**src/pwdg_pkg.sv**
```systemverilog
package pwdg_pkg;

	// Counting chain widths
	localparam int PWDG_TIMER_W = 14;
	localparam int PWDG_PRESC_W = 7;
	localparam int PWDG_PS_W    = 3;

	// Special function register addresses
	localparam logic [7:0] PWDG_RESTART_ADDR = 8'hA6;
	localparam logic [7:0] PWDG_CONTROL_ADDR = 8'hA7;

	// Key sequence bytes
	localparam logic [7:0] PWDG_KEY_FIRST  = 8'h1E;
	localparam logic [7:0] PWDG_KEY_SECOND = 8'hE1;

	// Control register field positions
	localparam int PWDG_PS_LSB   = 5;
	localparam int PWDG_IDLE_BIT = 4;
	localparam int PWDG_OVF_BIT  = 1;
	localparam int PWDG_RUN_BIT  = 0;

	// Reset values
	localparam logic [PWDG_PS_W-1:0] PWDG_PS_RST   = 3'h0;
	localparam logic                 PWDG_IDLE_RST = 1'h0;
	localparam logic                 PWDG_OVF_RST  = 1'h0;
	localparam logic                 PWDG_RUN_RST  = 1'h0;
	localparam logic [7:0]           PWDG_RDATA_RST = 8'h00;

	typedef enum logic {
		PWDG_KEY_WAIT_FIRST,
		PWDG_KEY_WAIT_SECOND
	} pwdg_key_state_type;

endpackage

```
**src/pwdg_if.sv**
```systemverilog
`timescale 1ns/1ps

interface pwdg_cnt_if;
	logic       run;
	logic       freeze;
	logic       clear;
	logic [2:0] period_sel;
	logic       expire;

	modport ctrl (output run, output freeze, output clear, output period_sel, input expire);
	modport cnt  (input run, input freeze, input clear, input period_sel, output expire);
endinterface

interface pwdg_key_if;
	logic       key_wr;
	logic       other_wr;
	logic [7:0] key_data;
	logic       good;
	logic       bad;

	modport ctrl (output key_wr, output other_wr, output key_data, input good, input bad);
	modport chk  (input key_wr, input other_wr, input key_data, output good, output bad);
endinterface

```
**src/pwdg_counter.sv**
```systemverilog
`timescale 1ns/1ps

module pwdg_counter
	import pwdg_pkg::*;
#(
	parameter int TIMER_W = PWDG_TIMER_W,
	parameter int PRESC_W = PWDG_PRESC_W
) (
	input  wire logic   clk_i,
	input  wire logic   reset_i,
	pwdg_cnt_if.cnt     cnt
);

	typedef struct packed {
		logic [PRESC_W-1:0] presc;
		logic [TIMER_W-1:0] timer;
	} pwdg_cnt_state_type;

	pwdg_cnt_state_type state;
	pwdg_cnt_state_type next_state;
	logic [PRESC_W-1:0] presc_mask;
	logic               tick;
	logic               advance;

	// Prescaler divides by 2^sel, so the period is 2^(TIMER_W+sel) cycles
	always_comb begin
		presc_mask = PRESC_W'((1 << cnt.period_sel) - 1);
		tick       = (state.presc & presc_mask) == presc_mask;
		advance    = cnt.run && !cnt.freeze;
	end

	assign cnt.expire = advance && tick && (&state.timer);

	always_comb begin
		next_state = state;
		if (reset_i || cnt.clear || !cnt.run) begin
			next_state = '0;
		end else if (advance) begin
			next_state.presc = state.presc + PRESC_W'(1);
			if (tick) begin
				next_state.timer = state.timer + TIMER_W'(1);
			end
		end
	end

	always_ff @(posedge clk_i) begin
		state <= next_state;
	end

endmodule

```
**src/pwdg_key_check.sv**
```systemverilog
`timescale 1ns/1ps

module pwdg_key_check
	import pwdg_pkg::*;
(
	input  wire logic   clk_i,
	input  wire logic   reset_i,
	pwdg_key_if.chk     key
);

	typedef struct packed {
		pwdg_key_state_type phase;
	} pwdg_chk_state_type;

	pwdg_chk_state_type state;
	pwdg_chk_state_type next_state;

	always_comb begin
		key.good = 1'b0;
		key.bad  = 1'b0;
		unique case (state.phase)
			PWDG_KEY_WAIT_FIRST: begin
				key.bad = key.key_wr && (key.key_data != PWDG_KEY_FIRST);
			end
			PWDG_KEY_WAIT_SECOND: begin
				key.good = key.key_wr && (key.key_data == PWDG_KEY_SECOND);
				// A foreign write between the two keys breaks the sequence
				key.bad  = (key.key_wr && (key.key_data != PWDG_KEY_SECOND))
					|| key.other_wr;
			end
		endcase
	end

	always_comb begin
		next_state = state;
		if (reset_i) begin
			next_state.phase = PWDG_KEY_WAIT_FIRST;
		end else begin
			unique case (state.phase)
				PWDG_KEY_WAIT_FIRST: begin
					if (key.key_wr && key.key_data == PWDG_KEY_FIRST) begin
						next_state.phase = PWDG_KEY_WAIT_SECOND;
					end
				end
				PWDG_KEY_WAIT_SECOND: begin
					if (key.key_wr || key.other_wr) begin
						next_state.phase = PWDG_KEY_WAIT_FIRST;
					end
				end
			endcase
		end
	end

	always_ff @(posedge clk_i) begin
		state <= next_state;
	end

endmodule

```
**src/pwdg_top.sv**
```systemverilog
// Operation
// - The guard timer counts clock cycles with a period of 16K to 2048K cycles chosen by a 3-bit field.
// - Any reset disables the guard timer and it does not count in power-down mode.
// - Expiry of an enabled, unfed guard timer emits an internal reset pulse.
// - The counting chain is a 14-bit timer behind a 7-bit prescaler.
// - Writing 1EH then E1H to the restart key register starts the timer.
// - The read-only running flag shows whether the timer runs.
// - Repeating the same key pair before expiry feeds the timer and avoids the reset.
// - A wrong enable or feed sequence issues an immediate guard reset.
// - With idle freeze at 0 the timer counts in idle; at 1 it holds while idle.
// - The overflow flag sets on timeout and on a wrong sequence; only a software write of 0 or a power-on reset clears it.
// - The restart key register is write-only at A6H and stores nothing readable.
`timescale 1ns/1ps

module pwdg_top
	import pwdg_pkg::*;
#(
	parameter int TIMER_W = PWDG_TIMER_W,
	parameter int PRESC_W = PWDG_PRESC_W
) (
	input  wire logic       clk_i,
	input  wire logic       reset_i,
	input  wire logic       por_i,
	input  wire logic [7:0] sfr_addr_i,
	input  wire logic       sfr_wr_i,
	input  wire logic [7:0] sfr_wdata_i,
	input  wire logic       sfr_rd_i,
	input  wire logic       idle_i,
	input  wire logic       power_down_i,
	output logic      [7:0] sfr_rdata_o,
	output logic            guard_reset_o,
	output logic            running_flag_o,
	output logic            overflow_reset_flag_o
);

	typedef struct packed {
		logic [PWDG_PS_W-1:0] period_sel;
		logic                 idle_freeze;
		logic                 overflow;
		logic                 running;
		logic                 reset_pulse;
		logic [7:0]           rdata;
	} pwdg_top_state_type;

	pwdg_top_state_type state;
	pwdg_top_state_type next_state;
	logic [7:0]         control_view;
	logic               ctrl_wr;
	logic               trip;

	pwdg_cnt_if cnt_bus ();
	pwdg_key_if key_bus ();

	pwdg_counter #(
		.TIMER_W (TIMER_W),
		.PRESC_W (PRESC_W)
	) counter_inst (
		.clk_i   (clk_i),
		.reset_i (reset_i),
		.cnt     (cnt_bus)
	);

	pwdg_key_check key_check_inst (
		.clk_i   (clk_i),
		.reset_i (reset_i),
		.key     (key_bus)
	);

	// Restart key writes only reach the checker, nothing is stored
	assign key_bus.key_wr   = sfr_wr_i && (sfr_addr_i == PWDG_RESTART_ADDR);
	assign key_bus.other_wr = sfr_wr_i && (sfr_addr_i != PWDG_RESTART_ADDR);
	assign key_bus.key_data = sfr_wdata_i;

	assign cnt_bus.run        = state.running;
	assign cnt_bus.clear      = key_bus.good;
	assign cnt_bus.period_sel = state.period_sel;
	// Power-down always stops counting, idle only when asked to
	assign cnt_bus.freeze     = power_down_i || (idle_i && state.idle_freeze);

	assign ctrl_wr = sfr_wr_i && (sfr_addr_i == PWDG_CONTROL_ADDR);
	assign trip    = cnt_bus.expire || key_bus.bad;

	always_comb begin
		control_view = 8'h00;
		control_view[PWDG_PS_LSB +: PWDG_PS_W] = state.period_sel;
		control_view[PWDG_IDLE_BIT]            = state.idle_freeze;
		control_view[PWDG_OVF_BIT]             = state.overflow;
		control_view[PWDG_RUN_BIT]             = state.running;
	end

	always_comb begin
		next_state = state;
		next_state.reset_pulse = trip;
		next_state.rdata = (sfr_rd_i && sfr_addr_i == PWDG_CONTROL_ADDR)
			? control_view : PWDG_RDATA_RST;
		if (ctrl_wr) begin
			next_state.period_sel  = sfr_wdata_i[PWDG_PS_LSB +: PWDG_PS_W];
			next_state.idle_freeze = sfr_wdata_i[PWDG_IDLE_BIT];
			// Writing zero clears the flag, writing one leaves it
			if (!sfr_wdata_i[PWDG_OVF_BIT]) begin
				next_state.overflow = 1'b0;
			end
		end
		if (key_bus.good) begin
			next_state.running = 1'b1;
		end
		// A trip beats a same-cycle clear of the flag
		if (trip) begin
			next_state.overflow = 1'b1;
			next_state.running  = 1'b0;
		end
		// Overflow survives a normal reset so software can see the cause
		if (por_i) begin
			next_state.overflow = PWDG_OVF_RST;
		end
		if (reset_i || por_i) begin
			next_state.period_sel  = PWDG_PS_RST;
			next_state.idle_freeze = PWDG_IDLE_RST;
			next_state.running     = PWDG_RUN_RST;
			next_state.reset_pulse = 1'b0;
			next_state.rdata       = PWDG_RDATA_RST;
		end
	end

	always_ff @(posedge clk_i) begin
		state <= next_state;
	end

	assign sfr_rdata_o           = state.rdata;
	assign guard_reset_o         = state.reset_pulse;
	assign running_flag_o        = state.running;
	assign overflow_reset_flag_o = state.overflow;

endmodule

```
**config.mk**
```make
export PLATFORM = sky130hd
export DESIGN_NAME = pwdg_top
export DESIGN_NICKNAME = d
export VERILOG_FILES = /design/src/pwdg_pkg.sv /design/src/pwdg_if.sv /design/src/pwdg_counter.sv /design/src/pwdg_key_check.sv /design/src/pwdg_top.sv
export SDC_FILE = /design/constraint.sdc
export NUM_CORES = 1
export LEC_CHECK = 0
export BUFFER_PORTS_ARGS = -buffer_cell sky130_fd_sc_hd__buf_2
export CAP_MARGIN = 20
export CORE_MARGIN = 5
export CORE_UTILIZATION = 50
export DETAILED_ROUTE_END_ITERATION = 8
export GPL_ROUTABILITY_DRIVEN = 0
export PLACE_DENSITY = 0.73
export SYNTH_ARGS = -nofsm -noshare
export SYNTH_HDL_FRONTEND = slang
export SYNTH_SLANG_ARGS = --single-unit
export TNS_END_PERCENT = 1
```
**constraint.sdc**
```tcl
create_clock -name clk_i -period 2.85 [get_ports clk_i]
set_input_delay 0.1425 -clock clk_i [delete_from_list [all_inputs] [get_ports clk_i]]
set_output_delay 0.1425 -clock clk_i [all_outputs]
set_load 0.005 [all_outputs]
```
# Yosys cells after proc, flatten, opt, wreduce, memory -nomap -nowiden
# Cells that the tools add are included.
dict set report totals {
  input_bits 23
  wordCells 62
  ff_bits 37
  out_inout_bits 11
}
dict set report classes {
  addsub 3
  shifts 1
  eq_ne 9
  bitwise 3
  n_reduce_logical 27
  mux 9
}
# op n
set op_table {}
lappend op_table {{8-bit == test (second input constant)} 3}
lappend op_table {{8-bit inequality test (second input constant)} 2}
lappend op_table {{14-bit by 1-bit adder with 14-bit output (second input constant)} 1}
lappend op_table {{14-bit AND reduction} 1}
lappend op_table {{1-bit logical AND} 12}
lappend op_table {{8-bit by 5-bit == test with 1-bit output (second input constant)} 1}
lappend op_table {{8-bit by 5-bit inequality test with 1-bit output (second input constant)} 1}
lappend op_table {{7-bit by 1-bit adder with 7-bit output (second input constant)} 1}
lappend op_table {{7-bit AND} 1}
lappend op_table {{7-bit == test} 1}
lappend op_table {{1-bit logical OR} 7}
lappend op_table {{1-bit by 3-bit left shift with 7-bit output (first input constant)} 1}
lappend op_table {{7-bit by 2-bit subtractor with 7-bit output (second input constant)} 1}
lappend op_table {{1-bit two-way mux} 6}
lappend op_table {{1-bit case mux with 2 select lines} 2}
lappend op_table {{2-bit AND reduction} 2}
lappend op_table {{2-bit OR reduction} 2}
lappend op_table {{1-bit logical NOT} 2}
lappend op_table {{2-bit two-way mux} 1}
lappend op_table {{2-bit by 1-bit inequality test with 1-bit output (second input constant)} 1}
lappend op_table {{1-bit inverter} 2}
lappend op_table {{2-bit nonzero test} 1}

# Longest topological paths before layout
# Gate-level depths: netlist of run 1.
dict set report logic_depth {
  word_depth 9
  mapped_depth 7
  mapped_depth_nobuf 5
}

# Hierarchy
# From an unflattened synthesis of run 1, not the netlist that was laid out.
dict set report hier_totals {
  hier_cells 199
  area_unflattened_um2 1760.4
}
# mod seq_area_each_um2 cells_per_inst n_inst area_per_inst_um2
set modules_own_cells {}
lappend modules_own_cells {pwdg_counter 420.4 135 1 1107.3}
lappend modules_own_cells {pwdg_top 260.2 52 1 534.3}
lappend modules_own_cells {pwdg_key_check 20.0 12 1 118.9}

# Worst setup path after synthesis of run 1
# Ideal clock, no wire load.
dict set report synth_timing {
  path_type {register to register}
  start {register counter_inst.state[14] in the netlist's numbering}
  end {register state, in the netlist running_flag_o}
  stages_incl_launch_ff 6
  path_slack_ns 0.970
  t_required_ns 2.735
  arrival_ns 1.765
  setup_ns 0.115
  cell_sequence {dfxtp_1 > nand2_2 > o41a_1 > buf_6 > or4_4 > and3_1}
}
dict set report synth_via {
  elab_chain_len 6
}
# item line_no
set synth_rtl {}
lappend synth_rtl {{from (decl)} pwdg_counter.sv:19} ;# pwdg_cnt_state_type state;
lappend synth_rtl {{from (signal assigned)} pwdg_counter.sv:47} ;# state <= next_state;
lappend synth_rtl {{7-bit AND} pwdg_counter.sv:28} ;# tick = (state.presc & presc_mask) == presc_mask;
lappend synth_rtl {{7-bit == test} pwdg_counter.sv:28}
lappend synth_rtl {{1-bit logical AND (2 in series)} pwdg_counter.sv:32} ;# assign cnt.expire = advance && tick && (&state.timer);
lappend synth_rtl {{1-bit logical OR} pwdg_top.sv:81} ;# assign trip = cnt_bus.expire || key_bus.bad;
lappend synth_rtl {{2-bit OR reduction (no source line)} -}
lappend synth_rtl {{to (signal assigned)} pwdg_top.sv:126} ;# state <= next_state;
lappend synth_rtl {{to (decl)} pwdg_top.sv:45} ;# pwdg_top_state_type state;
# Every way passes these cells.
# A chain may end at the register's enable or synchronous reset.

# Worst setup path after layout of run 1
# Ends and elaborated chain as after synthesis.

==> impl_metrics.yaml, run 1 <==
power_and_ir_drop:
  p_leak_nw: 0.7066
  ir_drop_uv: 220.6
  power_frac_comb: 0.040
  power_mw: 0.7921
  p_sw_frac: 0.2177
  p_int_mw: 0.6196
  power.density_nw_per_um2: 404.5
  clkPwrFrac: 0.343
  p_seq_frac: 0.617
  p_sw_mw: 0.1725
finish:
  antenna_cells: 0
  drive_gt1_frac: 0.2027
  fillerInstances: 322
  nets: 247
  multiInputGateArea_um2: 953.4
  synthToLayoutAreaGrowth_pct: 13.57
  ff_latch_area_um2: 700.7
synthesis:
  yosys.area.top_type: "dfxtp_1"
  synthTopCellsByArea: "dfxtp_1 (41%), or4_1 (4.8%), a21oi_1 (4.4%)"
  synth-main-ff-cell: "dfxtp_1"
  synth_top_area_share: 0.4064
  synthesis.area_um2: 1724
  async_reset_ff_frac: 0
  ys_ff_latch: 35
  synth-edff-count: 0
  ys_seq_area_frac: 0.4064
  synth-warning-count: 0
  synthTopCellsByCount: "dfxtp_1 (35), a21oi_1 (15), nor2_1 (12)"
  syn_area_per_cell_um2: 8.980
  synth_most_common_cell: "dfxtp_1"
  synth_cell_type_count: 48
  syn_inst: 192
route:
  postRouteAntennaNets: 0
  finalWirelength_um: 3823
  first_pass_iters: 4
  drt_iter0_drc: 110
  route.detailed.drc: 0
  vias: 1554
  vias_per_cell: 5.799
  wl_per_cell_um: 14.26
cts:
  cts_hold_buf: 2
  cts_inserted_buffers: 5
  post-cts-setup-buffers: 0
  clock-sinks: 35
  cts_max_path_buffers: 2
  h-tree-depth: 2
  cts_resized: 0
  clk_pin_slew_ns: 0.10
  clkLatencyLatePin_ns: 0.33
  cts-root-buf: "clkbuf_4"
  cts_tree: "done"
grt:
  track_usage: 0.1810
  grt_max_degree: 30
  antenna_found_initial: 0
  first_global_vias: 1479
  grt_pass1_wl_um: 6320
  grt_remaining_overflow: 0
floorplanning:
  num_rows: 21
  die_h_um: 68.72
  io_pins: 34
  start_util: 0.5167
  die_x_um: 68.72
  core_area_um2: 3337
  die_area_um2: 4722
setup_path:
  required_ns: 3.09
  worstSetupStartpointType: "flip-flop"
  worst-endpoint-arrival_ns: 2.54
  cp-end-kind: "flip-flop"
  crit_fanout: 29
  critPathKind: "reg2reg"
timing:
  hold_viol: 0
  period_minus_slack_ns: 2.300
  setup_viol: 0
  drv_slew: 0
  worst_pin_slew_ns: 0.9378
  slew_headroom: 0.3748
  rsz0062_at_grt: "false"
  fin_setup_tns_ns: 0
  fin_crit_sh: 0.8070
  clock.fmax_ghz: 0.4348
  clock_skew_ns: 0.004195
flow_run:
  cap_violations: 0
min_path:
  min_path_type: "in2reg"
placement:
  numPortBuffers: 31
  dp_hpwl_um: 2789
run_status:
  status: "finished clean"
## worst paths after layout
path	start	endpoint	slack [ns]	depth (start not counted)
worst max-delay path	counter_inst.state[14]	running_flag_o	0.55	4
worst min-delay path	sfr_wdata_i[4]	control_view[4]	0.06	3
worst max register to register	counter_inst.state[14]	running_flag_o	0.55	4
worst min register to register	counter_inst.state[11]	counter_inst.state[11]	0.49	2
## cell families after synthesis
group,share of synthesized area
AOI/OAI and AO/OA,0.1640
xor gates and xnor gates,0.03048
adders and majority gates,0.01451
buffers and inverters,0.04281
DFF,0.4064
muxes,0.02903
other,0.002175
and+or+nand+nor,0.3106
## critical path, cell delays in order (launching register included)
cell     delay (ns)
dfxtp_1        0.46
nand2_2        0.11
o41a_1         0.77
or4_4          0.67
and3_1         0.18
## registers in the layout, summed over array words and instances, names as in the netlist
signal / cells
cnt_bus.period_sel: 3
control_view: 1
counter_inst.state: 21
guard_reset_o: 1
key_check_inst.state: 1
overflow_reset_flag_o: 1
running_flag_o: 1
sfr_rdata_o: 6
## power groups by stage
stage                     logic (mW)  registers (mW)  clock network, mW
after CTS                     0.0306           0.489              0.279
after floorplan              0.00975           0.500                  0
final                         0.0314           0.489              0.272
after global routing          0.0346           0.489              0.310
after detailed placement      0.0285           0.500                  0
after global placement        0.0274           0.500                  0
## layer usage
layer / track usage / wire [um]
met1: 0.2112 / 1723
met2: 0.3015 / 1827
met3: 0.06483 / 204
met4: 0.07056 / 68
met5: 0 / 0
## per-stage QoR
step / util / instances / cell area (um2) / hold slack, ns / worst slack (ns)
floorplan: - / 193 / 1728 / 0.2119 / 0.9698
finish: 0.5868 / 268 / 1958 / 0.06476 / 0.5501
global placement: 0.5639 / 259 / 1882 / 0.3150 / 0.6711
CTS: 0.5868 / 268 / 1958 / 0.05679 / 0.5562
global route: 0.5868 / 268 / 1958 / 0.05272 / 0.4487
detailed placement: 0.5639 / 259 / 1882 / 0.3182 / 0.5884
## cells in the final DEF (no fill, tap or decap), drive strengths merged, types with 5 or more instances in the layout
cell,count
xor2,5
clkbuf,6
o21ai,6
o31ai,10
nand3,5
nand2,10
or4,12
nor2,12
dfxtp,35
mux2i,5
a21oi,15
and3,5
and2,8
nand4,10
buf,31
## layout make-up
class                           count  area share
Timing Repair Buffer               33     0.08946
Multi-Input combinational cell    143      0.4869
Sequential cell                    35      0.3578
Clock inverter                      1    0.002556
Inverter                            4    0.007668
Tap cell                           46     0.02939
Clock buffer                        6     0.02620
Power figures use the tool's default switching activity.
==> run 2: changes to the inputs <==
--- a/config.mk
+++ b/config.mk
@@ -8,10 +8,10 @@
 export BUFFER_PORTS_ARGS = -buffer_cell sky130_fd_sc_hd__buf_2
 export CAP_MARGIN = 20
 export CORE_MARGIN = 5
-export CORE_UTILIZATION = 50
+export CORE_UTILIZATION = 49
 export DETAILED_ROUTE_END_ITERATION = 8
 export GPL_ROUTABILITY_DRIVEN = 0
-export PLACE_DENSITY = 0.73
+export PLACE_DENSITY = 0.75
 export SYNTH_ARGS = -nofsm -noshare
 export SYNTH_HDL_FRONTEND = slang
 export SYNTH_SLANG_ARGS = --single-unit
==> constraint.sdc (replaced) <==
create_clock -name clk_i -period 2.1 [get_ports clk_i]
set_input_delay 0.105 -clock clk_i [delete_from_list [all_inputs] [get_ports clk_i]]
set_output_delay 0.105 -clock clk_i [all_outputs]
set_load 0.005 [all_outputs]
==> run 2 against run 1 <==
  * Clock power up 86%
  * Global-route usage down 2.1 points
  * Count of clock-buffer cells in the layout stayed put
  * Highest routed layer unchanged
  * Die area is 1.8% higher
  * Sequential share of layout area shrank 1.5 points
==> impl_metrics.yaml, run 2 (same netlist as run 1, synthesis figures left out) <==
run_status:
  status: "finished clean"
setup_path:
  path_cells: "nand2_2, o41a_1, buf_4, or4_1, a21oi_1"
  required_ns: 2.37
  worst-endpoint-arrival_ns: 2.23
  crit_fanout: 28
  cpMaxStageDelayCell: "or4_1"
  r2r_cells: 5
  critPathKind: "reg2reg"
  worstSetupStartpointType: "flip-flop"
  r2r_end: "counter_inst.state[6]"
  r2r-start: "counter_inst.state[15]"
  rrSetupSlack_ns: 0.15
  cp_slowest_stage_delay_ns: 0.52
  cp-end-kind: "flip-flop"
grt:
  grt_remaining_overflow: 0
  grt_pass1_wl_um: 6341
  antenna_found_initial: 0
  grt_max_degree: 29
  track_usage: 0.1600
  first_global_vias: 1413
finish:
  antenna_cells: 0
  drive_gt1_frac: 0.2261
  fillerInstances: 304
  regMostFlops: "counter_inst.state"
  final_common_cell: "dfxtp_1"
  synthToLayoutAreaGrowth_pct: 18.51
  ff_latch_area_um2: 700.7
  layoutNonFillerInstCount: 276
  largest_reg_flops: 21
  nets: 254
  multiInputGateArea_um2: 953.4
  utilization: 0.6075
  finalInstanceArea_um2: 2043
  final_cell_mix: "dfxtp_1 (35), buf_2 (31), a21oi_1 (15)"
timing:
  clock_skew_ns: 0.01060
  period_minus_slack_ns: 1.952
  setup_viol: 0
  rsz0062_at_grt: "false"
  fin_setup_tns_ns: 0
  holdWs_ns: 0.02113
  fin_crit_sh: 0.9297
  fin_ws_ns: 0.1475
  hold_viol: 0
  clock.fmax_ghz: 0.5122
  drv_slew: 0
floorplanning:
  core_area_um2: 3363
  io_pins: 34
  die_area_um2: 4805
  die_h_um: 69.32
  die_x_um: 69.32
  num_rows: 21
  start_util: 0.5126
placement:
  place_ws_ns: 0.1839
  placed_cells: 265
  numPortBuffers: 31
  dp_hpwl_um: 2650
  place_area_um2: 1927
route:
  drt_iter0_drc: 59
  finalWirelength_um: 3643
  vias_per_cell: 5.514
  first_pass_iters: 4
  postRouteAntennaNets: 0
  route.detailed.drc: 0
  vias: 1522
  wl_per_cell_um: 13.20
cts:
  clock-sinks: 35
  clkLatencyLatePin_ns: 0.34
  cts_max_path_buffers: 2
  cts-root-buf: "clkbuf_4"
  clk_pin_slew_ns: 0.11
  cts_inserted_buffers: 5
  post-cts-setup-buffers: 0
  cts_tree: "done"
  h-tree-depth: 2
min_path:
  hold_end: "control_view[4]"
  whs_path_depth: 3
  min_path_type: "in2reg"
  min_from: "sfr_wdata_i[4]"
flow_run:
  cap_violations: 0
power_and_ir_drop:
  power_mw: 1.213
  power.density_nw_per_um2: 593.4
  p_leak_nw: 0.7550
  ir_drop_uv: 445.8
==> run 2: changes by cell type in the layout (fill, tap and decap cells not counted), sizes merged <==
cell	change
dlygate4sd3	+1
buf	+6
bufinv	+1
==> run 2: metal layers <==
layer	global-route usage	share of wire	up-vias
li1	-	-	795
met1	0.1996	0.47	694
met2	0.2595	0.48	27
met3	0.04203	0.041	6
met4	0.06725	0.016	0
met5	0	0	-
==> run 2: cell type report <==
type,instances,share of cell area
multi-input combinational,143,0.4666
tap,46,0.02817
clock buffer,6,0.02511
inverter,4,0.007348
clock inverter,2,0.01715
timing repair buffer,40,0.1127
sequential,35,0.3429
==> run 2: worst max path at each step <==
stage                            from                     end  slack, ns
2_1_floorplan  counter_inst.state[14]          running_flag_o       0.22
3_3_place_gp   counter_inst.state[15]   counter_inst.state[2]       0.25
3_5_place_dp   counter_inst.state[15]   counter_inst.state[5]       0.18
4_1_cts        counter_inst.state[15]   counter_inst.state[6]       0.15
5_1_grt        counter_inst.state[15]  counter_inst.state[11]       0.01
6_report       counter_inst.state[15]   counter_inst.state[6]       0.15
==> run 2: report_power, final <==
group,switching [mW],internal [mW]
registers,0.0000702,0.663
logic,0.0195,0.0238
clock network,0.224,0.281
==> run 2: timing repair <==
action	4_1_cts	5_1_grt
hold buffers	2	1
endpoints found under the hold margin	2	1
endpoints found under the setup margin	0	0
gates resized for setup	0	0
==> run 2: worst max-delay path: cells and delay by family, from the launching register on <==
family	cells	cell delay, ns
compound gates	2	0.60
buf+inv	1	0.22
flops	1	0.43
simple gates	2	0.62
